## src/rtl/lsw_pkg.sv

```systemverilog
// Purpose: shared constants for the link status word encoder
// Assumes: one core clock, synchronous active-high reset
// Notes: register offsets are byte addresses on a 32-bit classic Wishbone
package lsw_pkg;
	localparam int unsigned LSW_WORD_W = 32;
	localparam logic [31:0] LSW_WORD_RST = 32'h0000_0000;
	// status word fields
	localparam int unsigned LSW_BIT_LINK = 0;
	localparam int unsigned LSW_SPD_LO = 1;
	localparam int unsigned LSW_SPD_HI = 4;
	localparam int unsigned LSW_BIT_AN_EN = 5;
	localparam int unsigned LSW_BIT_AN_DONE = 6;
	localparam int unsigned LSW_EXT_LO = 24;
	localparam int unsigned LSW_RESP_BYTE_FIRST = 20;
	localparam int unsigned LSW_RESP_BYTE_LAST = 23;
	// speed and duplex codes
	localparam logic [3:0] LSW_SD_NONE = 4'h0;
	localparam logic [3:0] LSW_SD_10H = 4'h1;
	localparam logic [3:0] LSW_SD_10F = 4'h2;
	localparam logic [3:0] LSW_SD_100H = 4'h3;
	localparam logic [3:0] LSW_SD_100H4 = 4'h4;
	localparam logic [3:0] LSW_SD_100F = 4'h5;
	localparam logic [3:0] LSW_SD_1GH = 4'h6;
	localparam logic [3:0] LSW_SD_1GF = 4'h7;
	localparam logic [3:0] LSW_SD_10G = 4'h8;
	localparam logic [3:0] LSW_SD_20G = 4'h9;
	localparam logic [3:0] LSW_SD_25G = 4'ha;
	localparam logic [3:0] LSW_SD_40G = 4'hb;
	localparam logic [3:0] LSW_SD_50G = 4'hc;
	localparam logic [3:0] LSW_SD_100G = 4'hd;
	localparam logic [3:0] LSW_SD_2G5 = 4'he;
	localparam logic [3:0] LSW_SD_EXT = 4'hf;
	// register map
	localparam logic [3:0] LSW_REG_CTRL = 4'h0;
	localparam logic [3:0] LSW_REG_WORD = 4'h4;
	localparam logic [3:0] LSW_REG_IRQ_STAT = 4'h8;
	localparam logic [3:0] LSW_REG_IRQ_MASK = 4'hc;
	localparam int unsigned LSW_CTRL_EXT_EN = 0;
	localparam int unsigned LSW_CTRL_FORCE_EN = 1;
	localparam logic [1:0] LSW_CTRL_RST = 2'h0;
	localparam logic [2:0] LSW_IRQ_RST = 3'h0;
	// interrupt status bits
	localparam int unsigned LSW_IRQ_LINK = 0;
	localparam int unsigned LSW_IRQ_SPEED = 1;
	localparam int unsigned LSW_IRQ_AN_DONE = 2;
endpackage : lsw_pkg

```

## src/rtl/lsw_speed_code.sv

```systemverilog
// Purpose: maps link rate and duplex to the 4-bit speed-duplex code
// Assumes: inputs already resolved by the link state logic
// Notes: purely combinational
`timescale 1ns/1ps
module lsw_speed_code (
	input wire logic [3:0] rate_i,
	input wire logic full_duplex_i,
	input wire logic t4_i,
	input wire logic ext_rates_en_i,
	output logic [3:0] code_o
);
	// rate_i: 0 none,1 10M,2 100M,3 1G,4 10G,5 20G,6 25G,7 40G,8 50G,9 100G,10 2.5G,15 ext
	always_comb begin
		code_o = lsw_pkg::LSW_SD_NONE;
		case (rate_i)
			4'h1: code_o = full_duplex_i ? lsw_pkg::LSW_SD_10F : lsw_pkg::LSW_SD_10H;
			4'h2: begin
				if (full_duplex_i) begin
					code_o = lsw_pkg::LSW_SD_100F;
				end else begin
					code_o = t4_i ? lsw_pkg::LSW_SD_100H4 : lsw_pkg::LSW_SD_100H;
				end
			end
			4'h3: code_o = full_duplex_i ? lsw_pkg::LSW_SD_1GF : lsw_pkg::LSW_SD_1GH;
			4'h4: code_o = lsw_pkg::LSW_SD_10G;
			// newer rates fall back to the nearest older code when disabled
			4'h5: code_o = ext_rates_en_i ? lsw_pkg::LSW_SD_20G : lsw_pkg::LSW_SD_10G;
			4'h6: code_o = ext_rates_en_i ? lsw_pkg::LSW_SD_25G : lsw_pkg::LSW_SD_10G;
			4'h7: code_o = ext_rates_en_i ? lsw_pkg::LSW_SD_40G : lsw_pkg::LSW_SD_10G;
			4'h8: code_o = ext_rates_en_i ? lsw_pkg::LSW_SD_50G : lsw_pkg::LSW_SD_10G;
			4'h9: code_o = ext_rates_en_i ? lsw_pkg::LSW_SD_100G : lsw_pkg::LSW_SD_10G;
			4'ha: code_o = ext_rates_en_i ? lsw_pkg::LSW_SD_2G5 : lsw_pkg::LSW_SD_1GF;
			4'hf: code_o = ext_rates_en_i ? lsw_pkg::LSW_SD_EXT : lsw_pkg::LSW_SD_10G;
			default: code_o = lsw_pkg::LSW_SD_NONE;
		endcase
	end
endmodule : lsw_speed_code

```

## src/rtl/lsw_encoder.sv

```systemverilog
// Purpose: builds the link status word for the query response
// Assumes: link inputs are asynchronous pins, bus is classic Wishbone
// Notes: bits 31:7 other than the extended field are left zero
//
// Functional notes
// - bit 0 is link up, including low power idle
// - code zero unless negotiation done and valid, or forced setting selected by LSW_CTRL_FORCE_EN
// - copper codes one through seven
// - code eight means 10 Gb
// - codes nine to fourteen optional newer rates
// - code fifteen defers to field at bit 24
// - forced setting reportable while serializer flag clear
// - unlisted mode reports nearest listed code
// - bit 5 set when negotiation enabled
// - bit 5 zero if unsupported, disabled, non-Ethernet
// - bit 6 set when negotiation finished
// - bit 6 gated likewise, parallel detect counts
// - word goes in response bytes 20 to 23
//
// The Wishbone interface to the registers and the register offsets were chosen for this implementation.
`timescale 1ns/1ps
module lsw_encoder #(
	parameter bit AN_SUPPORTED = 1'b1,
	parameter int unsigned EXT_W = 8
) (
	input wire logic clk_i,
	input wire logic rst_i,
	input wire logic ce_i,
	input wire logic link_up_i,
	input wire logic lpi_i,
	input wire logic is_ethernet_i,
	input wire logic serializer_path_flag_i,
	input wire logic an_enabled_i,
	input wire logic an_done_i,
	input wire logic parallel_detect_i,
	input wire logic highest_common_mode_valid_i,
	input wire logic [3:0] highest_common_mode_i,
	input wire logic hcm_full_duplex_i,
	input wire logic hcm_t4_i,
	input wire logic [3:0] forced_rate_i,
	input wire logic forced_full_duplex_i,
	input wire logic [EXT_W-1:0] ext_speed_i,
	input wire logic [3:0] wb_adr_i,
	input wire logic [31:0] wb_dat_i,
	input wire logic [3:0] wb_sel_i,
	input wire logic wb_we_i,
	input wire logic wb_cyc_i,
	input wire logic wb_stb_i,
	output logic [31:0] wb_dat_o,
	output logic wb_ack_o,
	output logic irq_o,
	output logic [31:0] status_word_o,
	output logic [7:0] resp_byte_o
);
	localparam int unsigned NIN = 18 + EXT_W;

	// two-flop synchroniser for all link-side pins
	logic [NIN-1:0] pins_raw, sync1_q, sync2_q;
	assign pins_raw = {ext_speed_i, forced_full_duplex_i, forced_rate_i, hcm_t4_i,
		hcm_full_duplex_i, highest_common_mode_i, highest_common_mode_valid_i,
		parallel_detect_i, an_done_i, an_enabled_i, serializer_path_flag_i,
		is_ethernet_i, link_up_i | lpi_i};

	always_ff @(posedge clk_i) begin
		if (rst_i) begin
			sync1_q <= '0;
			sync2_q <= '0;
		end else if (ce_i) begin
			sync1_q <= pins_raw;
			sync2_q <= sync1_q;
		end
	end

	logic s_link, s_eth, s_serdes, s_an_en, s_an_done, s_pd, s_hcm_ok;
	logic [3:0] s_hcm, s_frate;
	logic s_hfd, s_ht4, s_ffd;
	logic [EXT_W-1:0] s_ext;
	assign s_link = sync2_q[0];
	assign s_eth = sync2_q[1];
	assign s_serdes = sync2_q[2];
	assign s_an_en = sync2_q[3];
	assign s_an_done = sync2_q[4];
	assign s_pd = sync2_q[5];
	assign s_hcm_ok = sync2_q[6];
	assign s_hcm = sync2_q[10:7];
	assign s_hfd = sync2_q[11];
	assign s_ht4 = sync2_q[12];
	assign s_frate = sync2_q[16:13];
	assign s_ffd = sync2_q[17];
	assign s_ext = sync2_q[NIN-1:18];

	// control and interrupt registers, bus request decode
	logic [1:0] ctrl_q;
	logic [2:0] irq_stat_q, irq_mask_q;
	logic bus_req, wr_req;
	assign bus_req = wb_cyc_i & wb_stb_i & ~wb_ack_o;
	assign wr_req = bus_req & wb_we_i & wb_sel_i[0];

	logic an_on, an_fin, forced_path, use_neg;
	assign an_on = AN_SUPPORTED & s_an_en & s_eth;
	// parallel detection still counts as a finished negotiation
	assign an_fin = an_on & (s_an_done | s_pd);
	assign forced_path = ~s_an_en & ~s_serdes & ctrl_q[lsw_pkg::LSW_CTRL_FORCE_EN];
	assign use_neg = an_fin & ~s_serdes & s_hcm_ok;

	logic [3:0] rate_sel;
	logic fd_sel, t4_sel;
	logic [3:0] sd_code;
	always_comb begin
		rate_sel = 4'h0;
		fd_sel = 1'b0;
		t4_sel = 1'b0;
		if (use_neg) begin
			rate_sel = s_hcm;
			fd_sel = s_hfd;
			t4_sel = s_ht4;
		end else if (forced_path) begin
			rate_sel = s_frate;
			fd_sel = s_ffd;
		end
	end

	lsw_speed_code u_code (
		.rate_i(rate_sel),
		.full_duplex_i(fd_sel),
		.t4_i(t4_sel),
		.ext_rates_en_i(ctrl_q[lsw_pkg::LSW_CTRL_EXT_EN]),
		.code_o(sd_code)
	);

	logic [31:0] word_d, word_q;
	always_comb begin
		word_d = '0;
		word_d[lsw_pkg::LSW_BIT_LINK] = s_link;
		word_d[lsw_pkg::LSW_SPD_HI:lsw_pkg::LSW_SPD_LO] = sd_code;
		word_d[lsw_pkg::LSW_BIT_AN_EN] = an_on;
		word_d[lsw_pkg::LSW_BIT_AN_DONE] = an_fin;
		if (sd_code == lsw_pkg::LSW_SD_EXT) begin
			word_d[lsw_pkg::LSW_EXT_LO +: EXT_W] = s_ext;
		end
	end

	always_ff @(posedge clk_i) begin
		if (rst_i) begin
			word_q <= lsw_pkg::LSW_WORD_RST;
		end else if (ce_i) begin
			word_q <= word_d;
		end
	end
	assign status_word_o = word_q;

	// response byte index 0..3 selects bytes 20..23, most significant first
	logic [1:0] byte_idx_q;
	always_ff @(posedge clk_i) begin
		if (rst_i) begin
			byte_idx_q <= 2'h0;
			resp_byte_o <= 8'h00;
		end else if (ce_i) begin
			byte_idx_q <= byte_idx_q + 2'h1;
			case (byte_idx_q)
				2'h0: resp_byte_o <= word_q[31:24];
				2'h1: resp_byte_o <= word_q[23:16];
				2'h2: resp_byte_o <= word_q[15:8];
				default: resp_byte_o <= word_q[7:0];
			endcase
		end
	end

	always_ff @(posedge clk_i) begin
		if (rst_i) begin
			ctrl_q <= lsw_pkg::LSW_CTRL_RST;
		end else if (ce_i && wr_req && wb_adr_i == lsw_pkg::LSW_REG_CTRL) begin
			ctrl_q <= wb_dat_i[1:0];
		end
	end

	always_ff @(posedge clk_i) begin
		if (rst_i) begin
			irq_mask_q <= lsw_pkg::LSW_IRQ_RST;
		end else if (ce_i && wr_req && wb_adr_i == lsw_pkg::LSW_REG_IRQ_MASK) begin
			irq_mask_q <= wb_dat_i[2:0];
		end
	end

	// events: link change, speed code change, negotiation finishing
	logic [2:0] ev;
	assign ev[lsw_pkg::LSW_IRQ_LINK] = word_d[0] ^ word_q[0];
	assign ev[lsw_pkg::LSW_IRQ_SPEED] = word_d[4:1] != word_q[4:1];
	assign ev[lsw_pkg::LSW_IRQ_AN_DONE] = word_d[6] & ~word_q[6];

	logic [2:0] clr;
	assign clr = (wr_req && wb_adr_i == lsw_pkg::LSW_REG_IRQ_STAT) ? wb_dat_i[2:0] : 3'h0;

	always_ff @(posedge clk_i) begin
		if (rst_i) begin
			irq_stat_q <= lsw_pkg::LSW_IRQ_RST;
		end else if (ce_i) begin
			// set wins over a simultaneous clear
			irq_stat_q <= (irq_stat_q & ~clr) | ev;
		end
	end
	assign irq_o = |(irq_stat_q & irq_mask_q);

	always_ff @(posedge clk_i) begin
		if (rst_i) begin
			wb_ack_o <= 1'b0;
			wb_dat_o <= 32'h0000_0000;
		end else if (ce_i) begin
			wb_ack_o <= bus_req;
			if (bus_req && !wb_we_i) begin
				case (wb_adr_i)
					lsw_pkg::LSW_REG_CTRL: wb_dat_o <= {30'h0, ctrl_q};
					lsw_pkg::LSW_REG_WORD: wb_dat_o <= word_q;
					lsw_pkg::LSW_REG_IRQ_STAT: wb_dat_o <= {29'h0, irq_stat_q};
					lsw_pkg::LSW_REG_IRQ_MASK: wb_dat_o <= {29'h0, irq_mask_q};
					default: wb_dat_o <= 32'h0000_0000;
				endcase
			end
		end
	end
endmodule : lsw_encoder

```

## config.mk

```make
export PLATFORM = sky130hd
export DESIGN_NAME = lsw_encoder
export DESIGN_NICKNAME = d
export VERILOG_FILES = /design/src/rtl/lsw_pkg.sv /design/src/rtl/lsw_speed_code.sv /design/src/rtl/lsw_encoder.sv
export SDC_FILE = /design/constraint.sdc
export NUM_CORES = 1
export LEC_CHECK = 0
export ABC_AREA = 1
export BUFFER_PORTS_ARGS = -buffer_cell sky130_fd_sc_hd__buf_4
export CAP_MARGIN = 20
export CORE_UTILIZATION = 45
export DETAILED_ROUTE_END_ITERATION = 8
export PLACE_DENSITY = 0.72
export SETUP_SLACK_MARGIN = 0.2
export SYNTH_ARGS = -nofsm -noshare
export SYNTH_HDL_FRONTEND = slang
export SYNTH_SLANG_ARGS = --single-unit
```

## constraint.sdc

```tcl
create_clock -name clk_i -period 4.2 [get_ports clk_i]
set_clock_uncertainty 0.15 [all_clocks]
set_input_delay 0.21 -clock clk_i [delete_from_list [all_inputs] [get_ports clk_i]]
set_output_delay 0.21 -clock clk_i [all_outputs]
set_load 0.005 [all_outputs]
```

Word-level counts from Yosys, hierarchy flattened
Cells that the tools add are included.
Widths: inputs -> output; s select.
{ "classes": {"addsub": 1, "mul": 0, "n_div": 0, "magnitude_cmp": 0, "eq_ne": 18, "shifts": 0, "muxes": 21, "n_bitwise": 22, "reduce_logical": 11} }
{ "op_table": {"columns": ["cell", "n"], "rows": [
  ["$pmux 32 s4", 1],
  ["$pmux 4 s11", 1],
  ["$eq 4x4->1 const B", 7],
  ["$eq 4x3->1 const B", 5],
  ["$mux 4", 4],
  ["$pmux 8 s2", 1],
  ["$mux 3", 5],
  ["$and 1x1->1", 11],
  ["$eq 4x2->1 const B", 2],
  ["$mux 8", 1],
  ["$and 3x3->3", 2],
  ["$mux 2", 3],
  ["$logic_and 1x1->1", 5],
  ["$mux 1", 5],
  ["$eq 4x1->1 const B", 1],
  ["$logic_not 4->1", 1],
  ["$ne 4x4->1", 1],
  ["$not 1->1", 4],
  ["$not 3->3", 1],
  ["$or 3x3->3", 1],
  ["$reduce_or 3->1", 1],
  ["$add 2x1->2 const B", 1],
  ["$eq 2x1->1 const B", 1],
  ["$eq 2x2->1 const B", 1],
  ["6 further kinds", 7]
]} }
{ "totals": {"reg_bits": 118, "latch_bits": 0, "ramBits": 0, "rom_bits": 0, "inputBits": 73, "output_inout_bits": 74, "n_memories": 0} }

Longest topological paths before layout
{ "logic_depth": {"ltp_word": 10, "ltp_mapped": 17, "depth_no_buf": 17} }

Hierarchy
Synthesis repeated with hierarchy kept, for this count alone.
{ "unflattened": {"cells_unflattened": 609, "area_unflattened_um2": 4434.3} }
{ "by_module_without_submodules": {"columns": ["mod", "instances", "cells_per_inst", "area_per_inst_um2", "seq_area_each_um2"], "rows": [
  ["lsw_encoder", 1, 555, 4211.5, 2021.9],
  ["lsw_speed_code", 1, 54, 222.7, 0.0]
]} }

Least setup slack after synthesis
Ideal clock, no wire load.
{ "synth_timing": {"kind": "reg2reg", "start": "register sync2_q[2]", "end": "register irq_stat_q[1]", "setup_ns": 0.131, "arrival_time_ns": 1.520, "t_required_ns": 3.919, "setup_slack_ns": 2.399, "stages_incl_launch_ff": 17, "n_path_buf": 0, "synth_period_minus_slack_ns": 1.801, "path_cell_list": "dfxtp_1 -> nor2_8 -> nand3_4 -> nand2_2 -> nand2_4 -> nor2_4 -> inv_2 -> nor2_4 -> nand2_2 -> nand2_1 -> nand2_1 -> nand2_1 -> nand2_1 -> nor2_1 -> nand2_1 -> nand2_1 -> a21oi_2"} }
{ "synth_via": {"elab_chain_cells": 9} }
{ "synth_lines": {"columns": ["item", "line", "source"], "rows": [
  ["from (decl)", "lsw_encoder.sv:58", "logic [NIN-1:0] pins_raw, sync1_q, sync2_q;"],
  ["from (signal assigned)", "lsw_encoder.sv:70", "sync2_q <= sync1_q;"],
  ["$not 1->1 *", "lsw_encoder.sv:103, lsw_encoder.sv:104", null],
  ["$and 1x1->1, on equally long branches (2 in a row)", "lsw_encoder.sv:103, lsw_encoder.sv:104", null],
  ["$mux 4 (tied with other cells)", "lsw_encoder.sv:117", "end else if (forced_path) begin"],
  ["$mux 4 (tied with other cells)", "lsw_encoder.sv:113", "if (use_neg) begin"],
  ["$eq 4x4->1 (tied with other cells)", "lsw_speed_code.sv:15", "case (rate_i)"],
  ["$pmux 4 s11 *", "lsw_speed_code.sv:15", null],
  ["$ne 4x4->1 *", "lsw_encoder.sv:188", "assign ev[lsw_pkg::LSW_IRQ_SPEED] = word_d[4:1] != word_q[4:1];"],
  ["$or 3x3->3 *", "lsw_encoder.sv:199", "irq_stat_q <= (irq_stat_q & ~clr) | ev;"],
  ["to (signal assigned)", "lsw_encoder.sv:196", "irq_stat_q <= lsw_pkg::LSW_IRQ_RST;"],
  ["to (signal assigned)", "lsw_encoder.sv:199", null],
  ["to (decl)", "lsw_encoder.sv:94", "logic [2:0] irq_stat_q, irq_mask_q;"]
]} }
Mark *: on every way between the ends. The rest lies on a longest branch, timed or not.
A chain may end at the register's enable or synchronous reset.

==> metrics.md <==
| Metric | Value |
|---|---|
| PostCTS Resize Cnt | 0 |
| Syn_area_per_cell | 7.33 um^2 |
| N_diodes | 0 |
| Synth top area share | 0.444 |
| Largest cells by area after synthesis | dfxtp_1 44%, nor2_1 8.9%, o21ai_0 8.3%, a21oi_1 6.9%, nand2_1 6.6% |
| Worst-path clk slew | 0.11 ns |
| Peak VDD IR | approximately 0.21 mV |
| Static leakage | 2.46 nW |
| Gpl congestion | 0.852 |
| Clock sinks | just over 100 |
| CP startpoint kind | input port |
| DR pass1 iterations | 5 |
| I/O Buffers | 80 |
| Sequential fraction of the synthesis area | 0.444 |
| Pwr Density | ~330 nW/um^2 |
| Clk Latency, worst-skew pair | 0.37 ns |
| CTS root buf | clkbuf_8 |
| Rows | 36 |
| Area leader, netlist | dfxtp_1 |
| CP Class | in2reg |
| CTS tree | yes |
| Initial antenna violation count | 0 |
| Setup TNS Final | 0 ns |
| Max Root-Sink Buffers | 2 |
| Final setup vio count | 0 |
| CTS Buf Count | 9 |
| Slew Viols, Final | 0 |
| Final hold vios | 0 |
| Number of flops mapped to enable cells by yosys | 0 |
| Vias in the first global route | approximately 3.8k |
| Setup Buffers After CTS | 0 |
| Horiz. Die Dim | roughly 100 um |
| Top post-synthesis cells by count | 108 x nor2_1, 101 x dfxtp_1, 80 x nand2_1 |
| Most numerous cell in the Yosys netlist | nor2_1 |
| Fmax | 0.431 GHz |
| Die footprint | 10500 um^2 |
| 1st-iter DRT viols | 222 |
| I/O Pins | 147 |
| CP max FO | 70 |
| Critical Path Most Common Cell | buf_4 |
| Crit path DAT | between 2 and 2.5 ns |
| CP Cell Sequence | buf_4, inv_2, buf_4, nor3_1, dlygate4sd3_1, nor2_1 |
| Max-capacitance violation count | 0 |
| Ys Warns | 0 |
| Routed WL | around 10000 um |
| Layout fillers | 911 |
| Share of cells above drive strength 1 | 0.179 |
| Crit path buf inv count | 4 |
| Multi-input gate area | 2130 um^2 |
| Netlist cell types | 28 |
| Height of the die | 103 um |
| Nets | 787 |
| Crit path max-delay family | buffers and inverters |
| Status | complete, no violations |
| Post-DP HPWL | 6910 um |
| Gr ovfl total | 0 |
| Req. time, crit path | 4.32 ns |
| RSZ-0062 raised after global routing | false |
| Post-Syn Instances | 621 |
| Initial Util | 0.465 |
| Layout area overhead | 22.6% |
| Critical-path top delay cell | dlygate4sd3_1 |
| Max incr delay on CP | ~0.57 ns |
| DR vias | 4248 |
| Synth Flop Type | dfxtp_1 |
| Per-cell routed wire length | 12.3 um |
| GRT Total Usage | 0.208 |
| First-pass GRT wire length | 17200 um |
| Final ANT Viol Nets | 0 |
| Largest net degree at the start of global routing | 71 |
| Rel. slew slack | 0.371 |
| Fin crit share | 0.552 |
| Final Util | 0.571 |
| DRC | 0 |
| Worst slew pin tran | 0.941 ns |
| Core area | 9770 um^2 |
| Period minus WS final | 2.32 ns |
| Post-synth design cell area | approximately 4500 um^2 |
| Vias per cell | 5.00 |
| Final hold slack | approximately 0.048 ns |
| CP endpoint kind | flop |
| HP Class | in2reg |
| H-tree levels | 3 |
| FFs w/ async S/R, synth | 0 |
| Register area | 2020 um^2 |
| FF+latch count, synth | just over 100 |
## power by group
group          total (W)  switching [W]  internal, W
registers        0.00103      0.0000269      0.00100
logic           0.000196       0.000110    0.0000863
clock network   0.000619       0.000357     0.000262
## layer usage
layer  up-vias  track usage  wire, um
met3        14       0.0414       434
met1      1961        0.266      4810
met4         0       0.0692       126
met2       118        0.352      5100
met5         -            0         0
li1       2155            -         -
## stage by stage
stage	instance area (um^2)	instances	setup WS (ns)	power, W
3_5_place_dp	5080	804	1.59	0.00122
4_1_cts	5580	850	1.89	0.00186
2_1_floorplan	4670	654	2.40	0.00118
6_report	5580	850	1.88	0.00184
3_3_place_gp	5080	804	1.69	0.00122
5_1_grt	5580	850	1.58	0.00193
## state kept, by name (all words and copies together), names as in the netlist
signal         count
sync2_q           26
resp_byte_o        8
sync1_q           26
irq_stat_q         3
byte_idx_q         2
wb_dat_o          15
irq_mask_q         3
wb_ack_o           1
status_word_o     15
ctrl_q             2
## logic make-up (layout without fill, tap and decap cells)
| group | after synthesis | after routing | synth area share |
|---|---|---|---|
| and+or+nand+nor | 273 | 273 | 0.276 |
| other | 1 | 34 | 0.000824 |
| adders and majority gates | 2 | 2 | 0.00550 |
| buffers and inverters | 102 | 165 | 0.114 |
| AOI/OAI and AO/OA | 142 | 142 | 0.159 |
| DFF | 101 | 101 | 0.444 |
## timing repair
| item | CTS | global route |
|---|---|---|
| endpoints found under the hold margin | 31 | 0 |
| hold buffers | 30 | 0 |
| endpoints found under the setup margin | 0 | 0 |
## tightest hold or removal path, cell delays in order
cell and delay, ns:
buf_4 0.11, nand2_1 0.04, nor2_1 0.04, nand2_1 0.07, a21oi_1 0.06
## cell type report
type                            instances  area share
Clock buffer                           11      0.0271
Inverter                               37      0.0258
Timing Repair Buffer                  112       0.164
Sequential cell                       101       0.362
Clock inverter                          5     0.00852
Tap cell                              133      0.0298
Multi-Input combinational cell        451       0.382
## final timing paths
check,start,end,slack (ns),depth (start not counted)
max,ce_i,sync1_q[0]$_SDFFE_PP0P_,1.88,6
min,wb_stb_i,wb_ack_o$_SDFFE_PP0P_,0.05,5
max reg2reg,wb_ack_o$_SDFFE_PP0P_,wb_dat_o[29]$_SDFFE_PP0P_,1.89,6
min reg2reg,wb_dat_o[25]$_SDFFE_PP0P_,wb_dat_o[25]$_SDFFE_PP0P_,0.32,2
## placed cells by master (no fill, tap or decap)
cell / Yosys / final
nor3_1: 5 / 5
nand4_1: 8 / 8
nor2_1: 108 / 108
nor4_1: 1 / 1
clkinv_4: 1 / 1
nor2_8: 2 / 2
nor2_2: 2 / 2
buf_4: 35 / 82
a21oi_1: 63 / 63
clkinv_2: 0 / 1
dlygate4sd3_1: 0 / 30
inv_2: 4 / 5
nand3b_1: 2 / 2
ha_1: 2 / 2
a21oi_2: 1 / 1
a31oi_1: 1 / 1
o211ai_1: 1 / 1
nand2_1: 80 / 80
nand3_2: 2 / 2
nor2_4: 5 / 5
o21ai_0: 75 / 75
dfxtp_1: 101 / 101
inv_6: 0 / 1
conb_1: 1 / 34
nand3_4: 1 / 1
nand2_2: 9 / 9
nand2_4: 2 / 2
inv_8: 0 / 3
o2111ai_1: 1 / 1
nand3_1: 46 / 46
clkbuf_8: 0 / 11
inv_1: 32 / 31
(Power assumes the default switching activity.)
